--- config.mk ---
export PLATFORM = sky130hd
export DESIGN_NAME = xcvr_flag_ctrl
export DESIGN_NICKNAME = d
export VERILOG_FILES = /design/src/rtl/xcvr_pkg.sv /design/src/rtl/uv_filter.sv /design/src/rtl/xcvr_flag_ctrl.sv
export SDC_FILE = /design/constraint.sdc
export NUM_CORES = 1
export LEC_CHECK = 0
export ABC_AREA = 1
export BUFFER_PORTS_ARGS = -buffer_cell sky130_fd_sc_hd__buf_2
export CAP_MARGIN = 5
export CORE_UTILIZATION = 25
export DETAILED_ROUTE_END_ITERATION = 6
export GPL_ROUTABILITY_DRIVEN = 0
export PLACE_DENSITY_LB_ADDON = 0.3
export SETUP_SLACK_MARGIN = 0.15
export SKIP_LAST_GASP = 1
export SLEW_MARGIN = 20
export SYNTH_ARGS = -nofsm -noshare
export SYNTH_HDL_FRONTEND = slang
export SYNTH_HIERARCHICAL = 1
export SYNTH_SLANG_ARGS = --single-unit
--- constraint.sdc ---
create_clock -name clock -period 2 [get_ports clock]
set_input_delay 0.4 -clock clock [delete_from_list [all_inputs] [get_ports clock]]
set_output_delay 0.4 -clock clock [all_outputs]
set_load 0.005 [all_outputs]
--- src/rtl/xcvr_pkg.sv ---
// constants, modes and bus symbols of the transceiver flag control
// assumes a 40 MHz core clock and an APB register port
package xcvr_pkg;

	// ----------------------------------------
	// modes and symbols
	// ----------------------------------------
	typedef enum logic [2:0] {MODE_NORMAL, MODE_RX_ONLY, MODE_STANDBY, MODE_GO_SLEEP,
		MODE_SLEEP} op_mode_t;
	typedef enum logic [1:0] {SYM_LOW_POWER_IDLE, SYM_IDLE, SYM_DATA0, SYM_DATA1} bus_symbol_t;

	// ----------------------------------------
	// timing
	// ----------------------------------------
	localparam int CLOCK_MHZ = 40;
	localparam real TRANSMIT_ACTIVE_LIMIT_MS = 1.5;
	localparam int TRANSMIT_ACTIVE_LIMIT_CYC = int'(TRANSMIT_ACTIVE_LIMIT_MS * 1000.0) * CLOCK_MHZ;
	localparam int UV_DETECT_US = 10;
	localparam int UV_RECOVER_US = 50;
	localparam int UV_DETECT_CYC = UV_DETECT_US * CLOCK_MHZ;
	localparam int UV_RECOVER_CYC = UV_RECOVER_US * CLOCK_MHZ;
	localparam int GO_SLEEP_US = 2;
	localparam int GO_SLEEP_CYC = GO_SLEEP_US * CLOCK_MHZ;

	// ----------------------------------------
	// register map
	// ----------------------------------------
	localparam logic [11:0] ADDR_STATUS = 12'h000;
	localparam logic [11:0] ADDR_MODE = 12'h004;
	localparam logic [11:0] ADDR_CTRL = 12'h008;
	localparam int ST_LOCAL_WAKE = 0;
	localparam int ST_REMOTE_WAKE = 1;
	localparam int ST_WAKE = 2;
	localparam int ST_POWER_ON = 3;
	localparam int ST_THERM_WARN = 4;
	localparam int ST_THERM_SD = 5;
	localparam int ST_TX_TIMEOUT = 6;
	localparam int ST_BUS_ERR = 7;
	localparam int ST_UV_BAT = 8;
	localparam int ST_UV_CORE = 9;
	localparam int ST_UV_IO = 10;
	localparam int ST_ERROR = 11;
	localparam int MD_PIN_CTRL = 3;
	localparam int CTRL_TX_INHIBIT = 0;
	localparam logic CTRL_TX_INHIBIT_RESET = 1'b0;
	localparam logic [13:0] PIN_RESET = 14'h0024;

endpackage

--- src/rtl/uv_filter.sv ---
// one supply undervoltage detector with detect and recovery filters
// assumes a synchronised below-threshold level on the core clock
`timescale 1ns/1ps
module uv_filter #(
	parameter int DET_CYC = xcvr_pkg::UV_DETECT_CYC,
	parameter int REC_CYC = xcvr_pkg::UV_RECOVER_CYC
) (
	// clock and reset
	input wire logic clock,
	input wire logic rst_n,
	// supply level and control
	input wire logic below,
	input wire logic restart,
	// flag and events
	output logic flag,
	output logic set_pulse,
	output logic recover_pulse
);
	localparam int CW = $clog2((DET_CYC > REC_CYC ? DET_CYC : REC_CYC) + 1);

	logic [CW-1:0] cnt;

	// a new detection wins over a restart in the same cycle
	assign set_pulse = below && !flag && cnt == CW'(DET_CYC - 1);
	assign recover_pulse = !below && flag && cnt == CW'(REC_CYC - 1);

	always_ff @(posedge clock or negedge rst_n) begin
		if (!rst_n) begin
			flag <= 1'b0;
			cnt <= '0;
		end else if (set_pulse) begin
			flag <= 1'b1;
			cnt <= '0;
		end else if (restart || recover_pulse) begin
			flag <= 1'b0;
			cnt <= '0;
		end else if (below != flag) begin
			cnt <= cnt + 1'b1;
		end else begin
			cnt <= '0;
		end
	end
endmodule // uv_filter

--- src/rtl/xcvr_flag_ctrl.sv ---
// flag keeping, forced mode changes and transmit gating of the bus transceiver
// assumes pins arrive asynchronously; APB master on the core clock
//
// Chosen here: the register addresses and register access over APB.
`timescale 1ns/1ps
module xcvr_flag_ctrl #(
	parameter int TX_ACTIVE_LIMIT_CYC = xcvr_pkg::TRANSMIT_ACTIVE_LIMIT_CYC,
	parameter int UV_DETECT_CYC = xcvr_pkg::UV_DETECT_CYC,
	parameter int UV_RECOVER_CYC = xcvr_pkg::UV_RECOVER_CYC
) (
	// clock and reset
	input wire logic clock,
	input wire logic rst_n,
	// apb
	input wire logic [11:0] paddr,
	input wire logic psel,
	input wire logic penable,
	input wire logic pwrite,
	input wire logic [31:0] pwdata,
	output logic [31:0] prdata,
	output logic pready,
	output logic pslverr,
	// host pins
	input wire logic mode_select_low,
	input wire logic mode_enable,
	input wire logic transmit_enable_low,
	input wire logic guardian_enable,
	input wire logic transmit_data,
	// wake, bus and monitors
	input wire logic wake_low,
	input wire logic remote_wake,
	input wire logic bus_data,
	input wire logic over_temp_warn,
	input wire logic over_temp_shutdown,
	input wire logic bat_below,
	input wire logic core_below,
	input wire logic io_below,
	input wire logic supply_ok,
	// outputs
	output xcvr_pkg::bus_symbol_t tx_symbol,
	output logic receiver_enable,
	output logic error_flag,
	output logic wake_flag,
	output xcvr_pkg::op_mode_t op_mode
);
	localparam int NPIN = 14;
	localparam int TOW = $clog2(TX_ACTIVE_LIMIT_CYC + 1);
	localparam int GSW = $clog2(xcvr_pkg::GO_SLEEP_CYC + 1);

	function automatic logic is_lp(input xcvr_pkg::op_mode_t m);
		return m == xcvr_pkg::MODE_STANDBY || m == xcvr_pkg::MODE_GO_SLEEP ||
			m == xcvr_pkg::MODE_SLEEP;
	endfunction

	function automatic logic is_np(input xcvr_pkg::op_mode_t m);
		return m == xcvr_pkg::MODE_NORMAL || m == xcvr_pkg::MODE_RX_ONLY;
	endfunction

	function automatic logic mapped(input logic [11:0] a);
		return a == xcvr_pkg::ADDR_STATUS || a == xcvr_pkg::ADDR_MODE ||
			a == xcvr_pkg::ADDR_CTRL;
	endfunction

	// ----------------------------------------
	// pin synchronisers
	// ----------------------------------------
	logic [NPIN-1:0] pin_raw, pin_meta, pin_sync;
	logic stb, en, tel, guard_ok, txd, wkl, rwk, bdat, hot_w, hot_s, bat_lo, core_lo, io_lo, sup;

	assign pin_raw = {supply_ok, io_below, core_below, bat_below, over_temp_shutdown,
		over_temp_warn, bus_data, remote_wake, wake_low, transmit_data, guardian_enable,
		transmit_enable_low, mode_enable, mode_select_low};
	// idle levels at reset so no false wake or enable edge appears
	always_ff @(posedge clock or negedge rst_n) begin
		if (!rst_n) begin
			pin_meta <= xcvr_pkg::PIN_RESET;
			pin_sync <= xcvr_pkg::PIN_RESET;
		end else begin
			pin_meta <= pin_raw;
			pin_sync <= pin_meta;
		end
	end
	assign {sup, io_lo, core_lo, bat_lo, hot_s, hot_w, bdat, rwk, wkl, txd, guard_ok, tel, en, stb}
		= pin_sync;

	// ----------------------------------------
	// state and edges
	// ----------------------------------------
	xcvr_pkg::op_mode_t mode, next_mode, prev_mode, pin_mode, next_pin_mode;
	logic local_wake, remote_wake_f, wake, power_on, therm_warn, therm_sd, tx_timeout, bus_err;
	logic local_q, remote_q, tel_q, txd_q, sup_q, pin_ctrl_en, tx_armed, tx_started, cmp_pending;
	logic tx_inhibit, status_rd, any_fault, tx_enabled;
	logic uv_bat, uv_core, uv_io, bat_set, core_set, io_set, bat_rec;
	logic [TOW-1:0] to_cnt;
	logic [GSW-1:0] gs_cnt;

	wire lp_entry = is_lp(mode) && !is_lp(prev_mode);
	wire normal_entry = mode == xcvr_pkg::MODE_NORMAL && prev_mode != xcvr_pkg::MODE_NORMAL;
	wire wake_rise = (local_wake && !local_q) || (remote_wake_f && !remote_q);
	wire uv_any_set = bat_set || core_set || io_set;
	wire uv_restart = wake_rise || bat_rec;
	wire tel_fall = tel_q && !tel;
	wire np = is_np(mode);

	always_ff @(posedge clock or negedge rst_n) begin
		if (!rst_n) begin
			prev_mode <= xcvr_pkg::MODE_STANDBY;
			local_q <= 1'b0;
			remote_q <= 1'b0;
			tel_q <= 1'b1;
			txd_q <= 1'b0;
			sup_q <= 1'b0;
		end else begin
			prev_mode <= mode;
			local_q <= local_wake;
			remote_q <= remote_wake_f;
			tel_q <= tel;
			txd_q <= txd;
			sup_q <= sup;
		end
	end

	// ----------------------------------------
	// undervoltage detectors
	// ----------------------------------------
	uv_filter #(.DET_CYC(UV_DETECT_CYC), .REC_CYC(UV_RECOVER_CYC)) u_bat (
		.clock(clock), .rst_n(rst_n), .below(bat_lo), .restart(uv_restart),
		.flag(uv_bat), .set_pulse(bat_set), .recover_pulse(bat_rec));
	uv_filter #(.DET_CYC(UV_DETECT_CYC), .REC_CYC(UV_RECOVER_CYC)) u_core (
		.clock(clock), .rst_n(rst_n), .below(core_lo), .restart(uv_restart),
		.flag(uv_core), .set_pulse(core_set), .recover_pulse());
	uv_filter #(.DET_CYC(UV_DETECT_CYC), .REC_CYC(UV_RECOVER_CYC)) u_io (
		.clock(clock), .rst_n(rst_n), .below(io_lo), .restart(uv_restart),
		.flag(uv_io), .set_pulse(io_set), .recover_pulse());

	// ----------------------------------------
	// pin mode control
	// ----------------------------------------
	// keeps running while pins are ignored, so a sleep request survives
	always_comb begin
		next_pin_mode = pin_mode;
		case ({stb, en})
			2'b11: next_pin_mode = xcvr_pkg::MODE_NORMAL;
			2'b10: next_pin_mode = xcvr_pkg::MODE_RX_ONLY;
			2'b01: begin
				if (pin_mode == xcvr_pkg::MODE_SLEEP ||
					(pin_mode == xcvr_pkg::MODE_GO_SLEEP && gs_cnt == GSW'(xcvr_pkg::GO_SLEEP_CYC - 1)))
					next_pin_mode = xcvr_pkg::MODE_SLEEP;
				else
					next_pin_mode = xcvr_pkg::MODE_GO_SLEEP;
			end
			2'b00: begin
				if (pin_mode != xcvr_pkg::MODE_SLEEP)
					next_pin_mode = xcvr_pkg::MODE_STANDBY;
			end
			default: next_pin_mode = pin_mode;
		endcase
		if (wake_rise)
			next_pin_mode = xcvr_pkg::MODE_STANDBY;
	end

	always_ff @(posedge clock or negedge rst_n) begin
		if (!rst_n) begin
			pin_mode <= xcvr_pkg::MODE_STANDBY;
			gs_cnt <= '0;
		end else begin
			pin_mode <= next_pin_mode;
			gs_cnt <= (pin_mode == xcvr_pkg::MODE_GO_SLEEP) ? gs_cnt + 1'b1 : '0;
		end
	end

	// ----------------------------------------
	// forced mode changes
	// ----------------------------------------
	always_comb begin
		next_mode = mode;
		if (bat_set || io_set)
			next_mode = xcvr_pkg::MODE_SLEEP;
		else if (core_set && mode != xcvr_pkg::MODE_SLEEP)
			next_mode = xcvr_pkg::MODE_STANDBY;
		else if (wake_rise)
			next_mode = xcvr_pkg::MODE_STANDBY;
		else if (pin_ctrl_en)
			next_mode = next_pin_mode;
	end

	always_ff @(posedge clock or negedge rst_n) begin
		if (!rst_n) begin
			mode <= xcvr_pkg::MODE_STANDBY;
			pin_ctrl_en <= 1'b1;
			receiver_enable <= 1'b0;
		end else begin
			mode <= next_mode;
			receiver_enable <= is_np(next_mode);
			if (uv_any_set)
				pin_ctrl_en <= 1'b0;
			else if (bat_rec)
				pin_ctrl_en <= 1'b1;
			else if (!uv_bat && !uv_core && !uv_io)
				pin_ctrl_en <= 1'b1;
		end
	end
	assign op_mode = mode;

	// ----------------------------------------
	// wake and power flags
	// ----------------------------------------
	// each set term is tested first so a same-cycle clear cannot lose it
	always_ff @(posedge clock or negedge rst_n) begin
		if (!rst_n) begin
			local_wake <= 1'b0;
			remote_wake_f <= 1'b0;
			wake <= 1'b0;
			power_on <= 1'b1;
		end else begin
			if (!wkl && is_lp(mode))
				local_wake <= 1'b1;
			else if (lp_entry)
				local_wake <= 1'b0;
			if (rwk && is_lp(mode))
				remote_wake_f <= 1'b1;
			else if (lp_entry)
				remote_wake_f <= 1'b0;
			if (wake_rise)
				wake <= 1'b1;
			else if (normal_entry || lp_entry || uv_any_set)
				wake <= 1'b0;
			if (sup && !sup_q)
				power_on <= 1'b1;
			else if (normal_entry)
				power_on <= 1'b0;
		end
	end

	// ----------------------------------------
	// thermal flags
	// ----------------------------------------
	always_ff @(posedge clock or negedge rst_n) begin
		if (!rst_n) begin
			therm_warn <= 1'b0;
			therm_sd <= 1'b0;
		end else begin
			if (hot_w && np && !uv_bat)
				therm_warn <= 1'b1;
			else if (((!hot_w && np) || (status_rd && is_lp(mode))) && !uv_bat)
				therm_warn <= 1'b0;
			if (hot_s && np && !uv_bat)
				therm_sd <= 1'b1;
			else if (!hot_s && np && tel_fall && !uv_bat)
				therm_sd <= 1'b0;
		end
	end

	// ----------------------------------------
	// transmitter
	// ----------------------------------------
	assign tx_enabled = mode == xcvr_pkg::MODE_NORMAL && guard_ok && !tel && tx_started &&
		!therm_sd && !tx_timeout && !tx_inhibit;

	always_ff @(posedge clock or negedge rst_n) begin
		if (!rst_n) begin
			tx_armed <= 1'b0;
			tx_started <= 1'b0;
		end else if (tel || mode != xcvr_pkg::MODE_NORMAL) begin
			tx_armed <= 1'b0;
			tx_started <= 1'b0;
		end else begin
			if (tel_fall)
				tx_armed <= 1'b1;
			if ((tx_armed || tel_fall) && !txd)
				tx_started <= 1'b1;
		end
	end

	// timeout counts enable-low time in Normal, whatever the guardian does
	always_ff @(posedge clock or negedge rst_n) begin
		if (!rst_n) begin
			to_cnt <= '0;
			tx_timeout <= 1'b0;
		end else if (tel || mode != xcvr_pkg::MODE_NORMAL) begin
			to_cnt <= '0;
			tx_timeout <= 1'b0;
		end else if (to_cnt == TOW'(TX_ACTIVE_LIMIT_CYC - 1)) begin
			tx_timeout <= 1'b1;
		end else begin
			to_cnt <= to_cnt + 1'b1;
		end
	end

	always_ff @(posedge clock or negedge rst_n) begin
		if (!rst_n) begin
			tx_symbol <= xcvr_pkg::SYM_LOW_POWER_IDLE;
		end else if (is_lp(next_mode)) begin
			tx_symbol <= xcvr_pkg::SYM_LOW_POWER_IDLE;
		end else if (next_mode == xcvr_pkg::MODE_RX_ONLY || !tx_enabled) begin
			tx_symbol <= xcvr_pkg::SYM_IDLE;
		end else begin
			tx_symbol <= txd ? xcvr_pkg::SYM_DATA1 : xcvr_pkg::SYM_DATA0;
		end
	end

	// ----------------------------------------
	// bus error check
	// ----------------------------------------
	// bus data sampled one cycle after the data edge to let the loop settle
	always_ff @(posedge clock or negedge rst_n) begin
		if (!rst_n) begin
			cmp_pending <= 1'b0;
			bus_err <= 1'b0;
		end else begin
			cmp_pending <= tx_enabled && (txd != txd_q);
			if (!tx_enabled)
				bus_err <= 1'b0;
			else if (cmp_pending)
				bus_err <= bdat != txd;
		end
	end

	// ----------------------------------------
	// error summary
	// ----------------------------------------
	assign any_fault = bus_err || therm_warn || therm_sd || tx_timeout || uv_bat || uv_core || uv_io;

	always_ff @(posedge clock or negedge rst_n) begin
		if (!rst_n) begin
			error_flag <= 1'b0;
		end else begin
			error_flag <= any_fault;
		end
	end
	assign wake_flag = wake;

	// ----------------------------------------
	// apb slave
	// ----------------------------------------
	wire access = psel && penable;
	assign pready = 1'b1;
	assign pslverr = access && !mapped(paddr);
	assign status_rd = access && !pwrite && paddr == xcvr_pkg::ADDR_STATUS;

	// read data captured in the setup cycle, stable through the access
	always_ff @(posedge clock or negedge rst_n) begin
		if (!rst_n) begin
			prdata <= 32'h0000_0000;
		end else if (psel && !penable && !pwrite) begin
			prdata <= 32'h0000_0000;
			case (paddr)
				xcvr_pkg::ADDR_STATUS: prdata[xcvr_pkg::ST_ERROR:0] <= {error_flag, uv_io, uv_core,
					uv_bat, bus_err, tx_timeout, therm_sd, therm_warn, power_on, wake,
					remote_wake_f, local_wake};
				xcvr_pkg::ADDR_MODE: prdata[xcvr_pkg::MD_PIN_CTRL:0] <= {pin_ctrl_en, mode};
				xcvr_pkg::ADDR_CTRL: prdata[xcvr_pkg::CTRL_TX_INHIBIT] <= tx_inhibit;
				default: prdata <= 32'h0000_0000;
			endcase
		end
	end

	always_ff @(posedge clock or negedge rst_n) begin
		if (!rst_n)
			tx_inhibit <= xcvr_pkg::CTRL_TX_INHIBIT_RESET;
		else if (access && pwrite && paddr == xcvr_pkg::ADDR_CTRL)
			tx_inhibit <= pwdata[xcvr_pkg::CTRL_TX_INHIBIT];
	end
endmodule // xcvr_flag_ctrl

== After elaboration in Yosys (flattened, before gate mapping) ==
Cells that the tools add are included.
Cells by class
  $add $sub $neg: 5
  equality and inequality tests: 35
  multiplexer cells: 54
  reductions and logical operators: 122
Operator list (number)
  11-bit two-way mux: 9
  1-bit logical AND: 50
  11-bit by 1-bit adder with 11-bit output (second input constant): 3
  11-bit equality test (second input constant): 3
  11-bit by 9-bit equality test with 1-bit output (second input constant): 3
  16-bit two-way mux: 2
  1-bit logical OR: 31
  1-bit two-way mux: 29
  2-bit nonzero test: 12
  1-bit zero test: 22
  3-bit by 2-bit equality test with 1-bit output (second input constant): 7
  3-bit two-way mux: 7
  16-bit by 1-bit adder with 16-bit output (second input constant): 1
  16-bit equality test (second input constant): 1
  12-bit by 3-bit equality test with 1-bit output (second input constant): 1
  12-bit by 4-bit equality test with 1-bit output (second input constant): 1
  3-bit equality test (second input constant): 4
  12-bit zero test: 1
  3-bit case mux with 4 select lines: 1
  3-bit nonzero test: 3
  8-bit two-way mux: 1
  7-bit by 1-bit adder with 7-bit output (second input constant): 1
  7-bit equality test (second input constant): 1
  7-bit two-way mux: 1
  other kinds (11): 21
Word-level totals
  register bits after elaboration: 130
  input bits: 63

== Longest topological paths before layout ==
Gate-level depths: netlist (run 1).
  depth after elaboration: 14
  gate-level depth with buffers: 16
  mapped depth without buffers: 16

== Hierarchy ==
The synthesis (run 1) kept the hierarchy.
Modules (own cells, without submodules)
  xcvr_flag_ctrl: instances 1, cells an instance 417, area each 4020.1 µm², sequential area each 2364.8 µm²
  uv_filter: instances 3, cells an instance 98, area each 827.0 µm², sequential area each 300.3 µm²

== Least setup slack after synthesis (run 1) ==
Ideal clock, no wire load.
  path kind: register to register
  from: reg u_io.cnt[0]
  to: reg tx_symbol[1]
  arrival time: 1.653 ns
  required time: 1.877 ns
  slack: 0.224 ns
  stages on the path, launching flop included: 14
  path buffers: 0
  period minus slack after synthesis: 1.776 ns
  cells stage by stage: dfrtp_1 -> ha_1 -> nand2_2 -> nor2_4 -> nand3_2 -> inv_1 -> nor2_1 -> o21ai_0 -> nor2_1 -> nand2_2 -> nor2_1 -> nand2_1 -> nand2_1 -> a21oi_1
On the way
  word-level cells in the longest chain between the ends: 8
Ends and longest elaborated chain
  start, declared: RTL line uv_filter.sv:21  | logic [CW-1:0] cnt;
  start signal, assigned: RTL line uv_filter.sv:38  | cnt <= cnt + 1'b1;
  11-bit by 9-bit equality test with 1-bit output (*): RTL line uv_filter.sv:24  | assign set_pulse = below && !flag && cnt == CW'(DET_CYC - 1);
  1-bit logical AND (*): RTL line uv_filter.sv:24
  via io_set: RTL line xcvr_flag_ctrl.sv:93  | logic uv_bat, uv_core, uv_io, bat_set, core_set, io_set, bat_rec;
  1-bit logical OR (*): RTL line xcvr_flag_ctrl.sv:177  | if (bat_set || io_set)
  3-bit two-way mux (*): RTL line xcvr_flag_ctrl.sv:177
  3-bit by 1-bit equality test with 1-bit output or 3-bit by 2-bit equality test with 1-bit output (tied branches): RTL line xcvr_flag_ctrl.sv:295, xcvr_flag_ctrl.sv:51
  1-bit logical OR, on equally long branches: RTL line xcvr_flag_ctrl.sv:295, xcvr_flag_ctrl.sv:51
  2-bit two-way mux or 1-bit logical OR (tied branches): RTL line xcvr_flag_ctrl.sv:295, xcvr_flag_ctrl.sv:51
  2-bit two-way mux (*): RTL line xcvr_flag_ctrl.sv:293  | end else if (is_lp(next_mode)) begin
  end signal, assigned: RTL line xcvr_flag_ctrl.sv:292  | tx_symbol <= xcvr_pkg::SYM_LOW_POWER_IDLE;
  end signal, assigned: RTL line xcvr_flag_ctrl.sv:294  | tx_symbol <= xcvr_pkg::SYM_LOW_POWER_IDLE;
  end signal, assigned: RTL line xcvr_flag_ctrl.sv:296  | tx_symbol <= xcvr_pkg::SYM_IDLE;
  end, declared: RTL line xcvr_flag_ctrl.sv:40  | output xcvr_pkg::bus_symbol_t tx_symbol,
Mark *: on every way through the listed nets, which the timed path passes. The rest lies on a longest branch.
A chain may end at the register's enable or synchronous reset.

== Final worst setup path (run 1) ==
  from: reg u_bat.flag
  to: reg u_bat.cnt[8]
On the way
  word-level cells in the longest chain between the ends: 6
Ends and longest elaborated chain
  start, declared: RTL line uv_filter.sv:15  | output logic flag,
  start signal, assigned: RTL line uv_filter.sv:29  | flag <= 1'b0;
  start signal, assigned: RTL line uv_filter.sv:32  | flag <= 1'b1;
  start signal, assigned: RTL line uv_filter.sv:35  | flag <= 1'b0;
  1-bit logical AND (2 in a row): RTL line uv_filter.sv:25  | assign recover_pulse = !below && flag && cnt == CW'(REC_CYC - 1);
  via bat_rec: RTL line xcvr_flag_ctrl.sv:93
  1-bit logical OR: RTL line xcvr_flag_ctrl.sv:101  | wire uv_restart = wake_rise || bat_rec;
  via uv_restart: RTL line xcvr_flag_ctrl.sv:101
  1-bit logical OR: RTL line uv_filter.sv:34  | end else if (restart || recover_pulse) begin
  11-bit two-way mux: RTL line uv_filter.sv:34
  11-bit two-way mux: RTL line uv_filter.sv:31  | end else if (set_pulse) begin
  end signal, assigned: RTL line uv_filter.sv:38
  end, declared: RTL line uv_filter.sv:21
The timed path passes the listed nets, and every way through them passes these cells.

==> results.toml, run 1 <==
[floorplan]
die_y_um = 163.2
die_area_mm2 = 0.02662
io_pins = 105
initial_core_util = 0.2564
core_region_area_mm2 = 0.02533
die_w_um = 163.2
num_rows = 58

[final_layout]
layout.nets = 883
diodes = 0
syn_to_final_growth_pct = 23.56
layout-drive-gt1-share = 0.3139

[route]
dr.pass1.iters = 4
drtIter0Drc = 191
viasPerCell = 4.122
wl_per_cell_um = 11.66
postRouteAntennaNets = 0
vias = 4749
drcViolationCount = 0
wl_um = 13430

[sta]
hold_viol = 0
finalSetupViolCount = 0
tightestPinTransition_ps = 511.7
fin_crit_ps = 1741
setup_tns_ps = 0
skew_ps = 8.467
relSlewSlack = 0.6585
max_freq_mhz = 574.3
maxSlewViolCount = 0
post-route-period-util = 0.8707
rsz0062_at_grt = "no"

[yosys]
yosys_warnings = 6
syn_area_mm2 = 0.006494
syn_avg_cell_area_um2 = 9.159
netlist_instances = 709

[cts]
cts_root_buf = "clkbuf_16"
path_clk_slew_ps = 60
cts_tree = "yes"
numCtsBuffers = 17
cts_num_sinks = 130
insertion_delay_ps = 420
htreeDepth = 4
cts_buffer_depth = 2

[power_and_ir_drop]
p_int_uw = 5466
switching_power_uw = 2462
irDropWorstVdd_uv = 634.6
seqPwrFrac = 0.395
pwr_density_cell_mw_per_mm2 = 988.1
sw_frac_of_total = 0.3105
p_total_uw = 7928
clockPowerShare = 0.390
pwr-share-comb = 0.215
leakage_uw = 0.003609

[outcome]
outcome = "completed"

[global_routing]
grt_use_total = 0.1112
grt_overflow = 0
grt_max_degree = 49
top_usage_layer = "met2"
grt_pass1_vias = 4702
antenna_found_initial = 0
grt_use_met3 = 0.02743
grt_pass1_wl_um = 23070
grt_use_met1 = 0.1444
met2_usage = 0.1733

[worst_setup_path]
path_max_fanout = 12
start_kind = "register"
worst-endpoint-arrival_ps = 2080
worstPathRequired_ps = 2340
path_class = "reg2reg"
crit_path_end_kind = "register"

[hold_path]
hold_class = "in2reg"

[job]
maxCapViolCount = 0

[placed_design]
portBuffers = 52
hpwl_um = 9857
==> metal layers <==
layer / vias to the layer above / share of wire
met5: - / 0
met4: 0 / 0.020
met3: 16 / 0.042
met2: 92 / 0.46
met1: 2211 / 0.48
li1: 2430 / -
==> cells in the final DEF (no fill, tap or decap), types with 3 or more instances in the layout <==
cell / instances
clkbuf_16: 17
o21ai_1: 3
o21ai_0: 22
nand3_1: 36
dfstp_2: 10
nand4_1: 14
nor4_1: 3
buf_4: 35
dfrtp_1: 120
nor2_4: 9
xor2_1: 6
nand3_2: 5
o31ai_1: 5
ha_1: 7
nand2_1: 125
buf_2: 51
xnor2_1: 7
inv_2: 12
nor2_1: 49
nor3_4: 3
a21oi_1: 12
nor2_2: 24
nor3_2: 27
clkinv_4: 4
o221ai_1: 3
nor3_1: 13
nand2_4: 4
inv_1: 99
nand3_4: 6
o21a_1: 4
conb_1: 21
nand2_2: 26
==> flip-flops by register name, summed over array words and instances (netlist names), 3 cells and up <==
register    cells
u_core/cnt     11
gs_cnt          7
pin_meta       14
prev_mode       3
u_bat/cnt      11
op_mode         3
prdata         12
pin_sync       14
u_io/cnt       11
pin_mode        3
to_cnt         16
==> metrics by stage <==
stage | cell area, µm² | worst slack (ps) | cells | util | hold slack (ps)
global placement | 7169 | 136.3 | 1100 | 0.2831 | 332.2
CTS | 7771 | 134.4 | 1133 | 0.3068 | 61.79
floorplan | 6565 | 223.9 | 728 | - | 104.4
finish | 8024 | 258.6 | 1152 | 0.3168 | 77.72
detailed placement | 7169 | 122.4 | 1100 | 0.2831 | 336.2
global route | 8024 | 140.2 | 1152 | 0.3168 | 59.61
==> area by class of cell <==
cell class              instances  area [µm²]
flip-flops and latches        130        3266
multi-input cells             459        2760
fillers                      2604       17300
repair buffers                 90       579.3
clock inverters                11       128.9
well taps                     330       412.9
inverters                     111       416.7
clock buffers                  21       460.4
==> worst max-delay path, stage by stage, from the launching register on <==
cell and delay [ps]:
dfrtp_1 410, ha_1 210, nand2_1 80, nor2_2 50, nand3_4 60, inv_1 70, or2_2 330, inv_1 110
nand2_4 150, nor3_2 190
==> worst paths after layout <==
kind                                 to  cells after the start  slack (ps)                start
max                        u_bat/cnt[8]                      9         260           u_bat/flag
min                         pin_meta[2]                      1          80  transmit_enable_low
max reg2reg                u_bat/cnt[8]                      9         260           u_bat/flag
min reg2reg                 pin_sync[3]                      0         350          pin_meta[3]
max in group asynchronous   pin_sync[5]                      3         880                rst_n
min in group asynchronous  tx_symbol[0]                      2         490                rst_n
==> power by group through the flow <==
stage / clock (µW) / combinational (µW) / sequential (µW)
2_1_floorplan: 0 / 1240 / 3150
3_3_place_gp: 0 / 1530 / 3160
3_5_place_dp: 0 / 1530 / 3160
4_1_cts: 3170 / 1540 / 3120
5_1_grt: 3280 / 1920 / 3170
6_report: 3090 / 1710 / 3130
==> what timing repair did <==
item | in CTS | in global routing
endpoints found under the hold margin | 39 | 0
setup buffers | 0 | 19
hold buffers | 1 | 0
setup endpoints to repair | 2 | 31
gates resized for setup | 1 | 33
pin swaps | 0 | 21
Note: power is estimated with default switching activity, not from simulation.
==> run 2: changes to the inputs <==
Settings changed: CTS_BUF_LIST set to sky130_fd_sc_hd__clkbuf_4 sky130_fd_sc_hd__clkbuf_8.
==> run 2 against run 1 <==
- critical path depth is 6 higher
- via count increased by 0.34%
- worst hold slack worse by 24 ps
- sequential power barely moved
- sequential share of layout area rose by 1.1 points
- core utilization decreased by 0.83 points
- routed wire length increased by 0.24%
- power down 11%
- final cell count unchanged
- worst setup slack worse by 38 ps
- combinational power about the same
- critical endpoint is now tx_symbol[0]
- highest routed layer unchanged
==> results.toml, run 2 (synthesis results as in run 1) <==
[placed_design]
hpwl_um = 9857
dp_slack_ps = 122.4
dpl.cell_count = 1100
portBuffers = 52

[sta]
maxSlewViolCount = 0
max_freq_mhz = 561.9
post-route-period-util = 0.8899
relSlewSlack = 0.6605
fin_crit_ps = 1780
holdWs_ps = 53.24
rsz0062_at_grt = "yes"
skew_ps = 12.91
setup_tns_ps = 0
hold_viol = 0
finalSetupViolCount = 0
tightestPinTransition_ps = 508.7
setup_slack_ps = 220.3

[final_layout]
layout.nets = 883
largest_register_ffs = 16
final_cell_mix = "nand2_1, dfrtp_1, inv_1"
top_register = "to_cnt"
reg_top3 = "to_cnt (16), pin_meta (14), pin_sync (14)"
layout-drive-gt1-share = 0.3102
fillers = 2635
fin_cells = 1152
syn_to_final_growth_pct = 20.35
final_common_cell = "nand2_1"
diodes = 0

[cts]
cts_tree = "yes"
htreeDepth = 4
numCtsBuffers = 17
path_clk_slew_ps = 80
insertion_delay_ps = 440
cts_root_buf = "clkbuf_8"
cts_buffer_depth = 2
cts_num_sinks = 130

[power_and_ir_drop]
pwr_density_cell_mw_per_mm2 = 906.3
pwr-share-comb = 0.237
seqPwrFrac = 0.441
leakage_uw = 0.003534
switching_power_uw = 2349
irDropWorstVdd_uv = 417.7
clockPowerShare = 0.322
p_int_uw = 4734
sw_frac_of_total = 0.3316

[hold_path]
hold_class = "in2reg"
min-delay-start = "transmit_enable_low"
holdPathEnd = "pin_meta[2]"
hold_path_depth = 1

[global_routing]
antenna_found_initial = 0
grt_overflow = 0
grt_pass1_wl_um = 23030
grt_use_total = 0.1105
grt_pass1_vias = 4690
grt_max_degree = 49

[floorplan]
num_rows = 58
die_w_um = 163.2
io_pins = 105
die_y_um = 163.2
core_region_area_mm2 = 0.02533
initial_core_util = 0.2564
die_area_mm2 = 0.02662

[worst_setup_path]
crit_path_cell_trace = "ha_4, nand2_2, nor2_4, nand3_2, inv_2, nand2_1, nand2_2, a21oi_4, nand2_2, nand2_1, nand2_1, nand2_2, nand2_1, nand2_2, inv_1"
cp_common_cell = "nand2_2"
crit_path_end_kind = "register"
path_buf_inv = 2
slowest_delay_ps = 420
r2r.worst_path.cells = 15
crit_family = "simple AND/OR/NAND/NOR gates"
cpMaxStageDelayCell = "dfrtp_1"
path_class = "reg2reg"
path_max_fanout = 3
rr_startpoint = "u_core/cnt[0]"
worst-endpoint-arrival_ps = 2120
start_kind = "register"
worstPathRequired_ps = 2340
r2r-end = "tx_symbol[0]"
ff2ff_setup_slack_ps = 220

[route]
wl_um = 13470
drtIter0Drc = 184
postRouteAntennaNets = 0
dr.pass1.iters = 5
wl_per_cell_um = 11.69
vias = 4765
viasPerCell = 4.136
drcViolationCount = 0

[outcome]
outcome = "completed"

[job]
maxCapViolCount = 0
## run 2: through the flow
step	utilization	total power (µW)	area [µm²]
CTS	0.2996	7014	7587
global route	0.3086	7521	7815
global placement	0.2831	4689	7169
floorplan	-	4389	6565
finish	0.3086	7083	7815
detailed placement	0.2831	4696	7169
## run 2: how the worst max path moves through the flow
stage / from / end / slack [ps] / depth (start not counted)
5_1_grt: u_core/cnt[0] / tx_symbol[0] / 90 / 15
3_5_place_dp: u_io/cnt[0] / tx_symbol[0] / 120 / 14
4_1_cts: u_core/flag / tx_symbol[1] / 130 / 12
3_3_place_gp: u_bat/cnt[0] / tx_symbol[0] / 140 / 14
6_report: u_core/cnt[0] / tx_symbol[0] / 220 / 15
2_1_floorplan: u_io/cnt[0] / tx_symbol[1] / 220 / 13
## run 2: final cells by class
| cell class | count | area (µm²) | area share |
|---|---|---|---|
| Tap cell | 330 | 412.9 | 0.05283 |
| Multi-Input combinational cell | 459 | 2735 | 0.3500 |
| Sequential cell | 130 | 3266 | 0.4179 |
| Inverter | 111 | 416.7 | 0.05331 |
| Timing Repair Buffer | 90 | 579.3 | 0.07413 |
| Clock inverter | 11 | 128.9 | 0.01649 |
| Clock buffer | 21 | 276.5 | 0.03538 |
## run 2: per-layer routing
metal  global-route usage  up-vias  wire length, µm
li1                     -     2434                -
met1               0.1439     2238             6518
met2               0.1732       79             6259
met3              0.02895       14              490
met4              0.04460        0              197
met5                    0        -                0
## run 2: timing repair
item,in CTS,in global routing
endpoints found under the hold margin,39,0
resized for setup,1,25
setup endpoints to repair,2,32
hold buffers,1,0
setup buffers,0,19
pin swaps,0,19
## run 2: power groups by stage
stage	combinational [µW]	sequential [µW]	clock [µW]
finish	1680	3130	2280
global route	1880	3160	2480
CTS	1540	3110	2360
detailed placement	1530	3160	0
global placement	1530	3160	0
floorplan	1240	3150	0
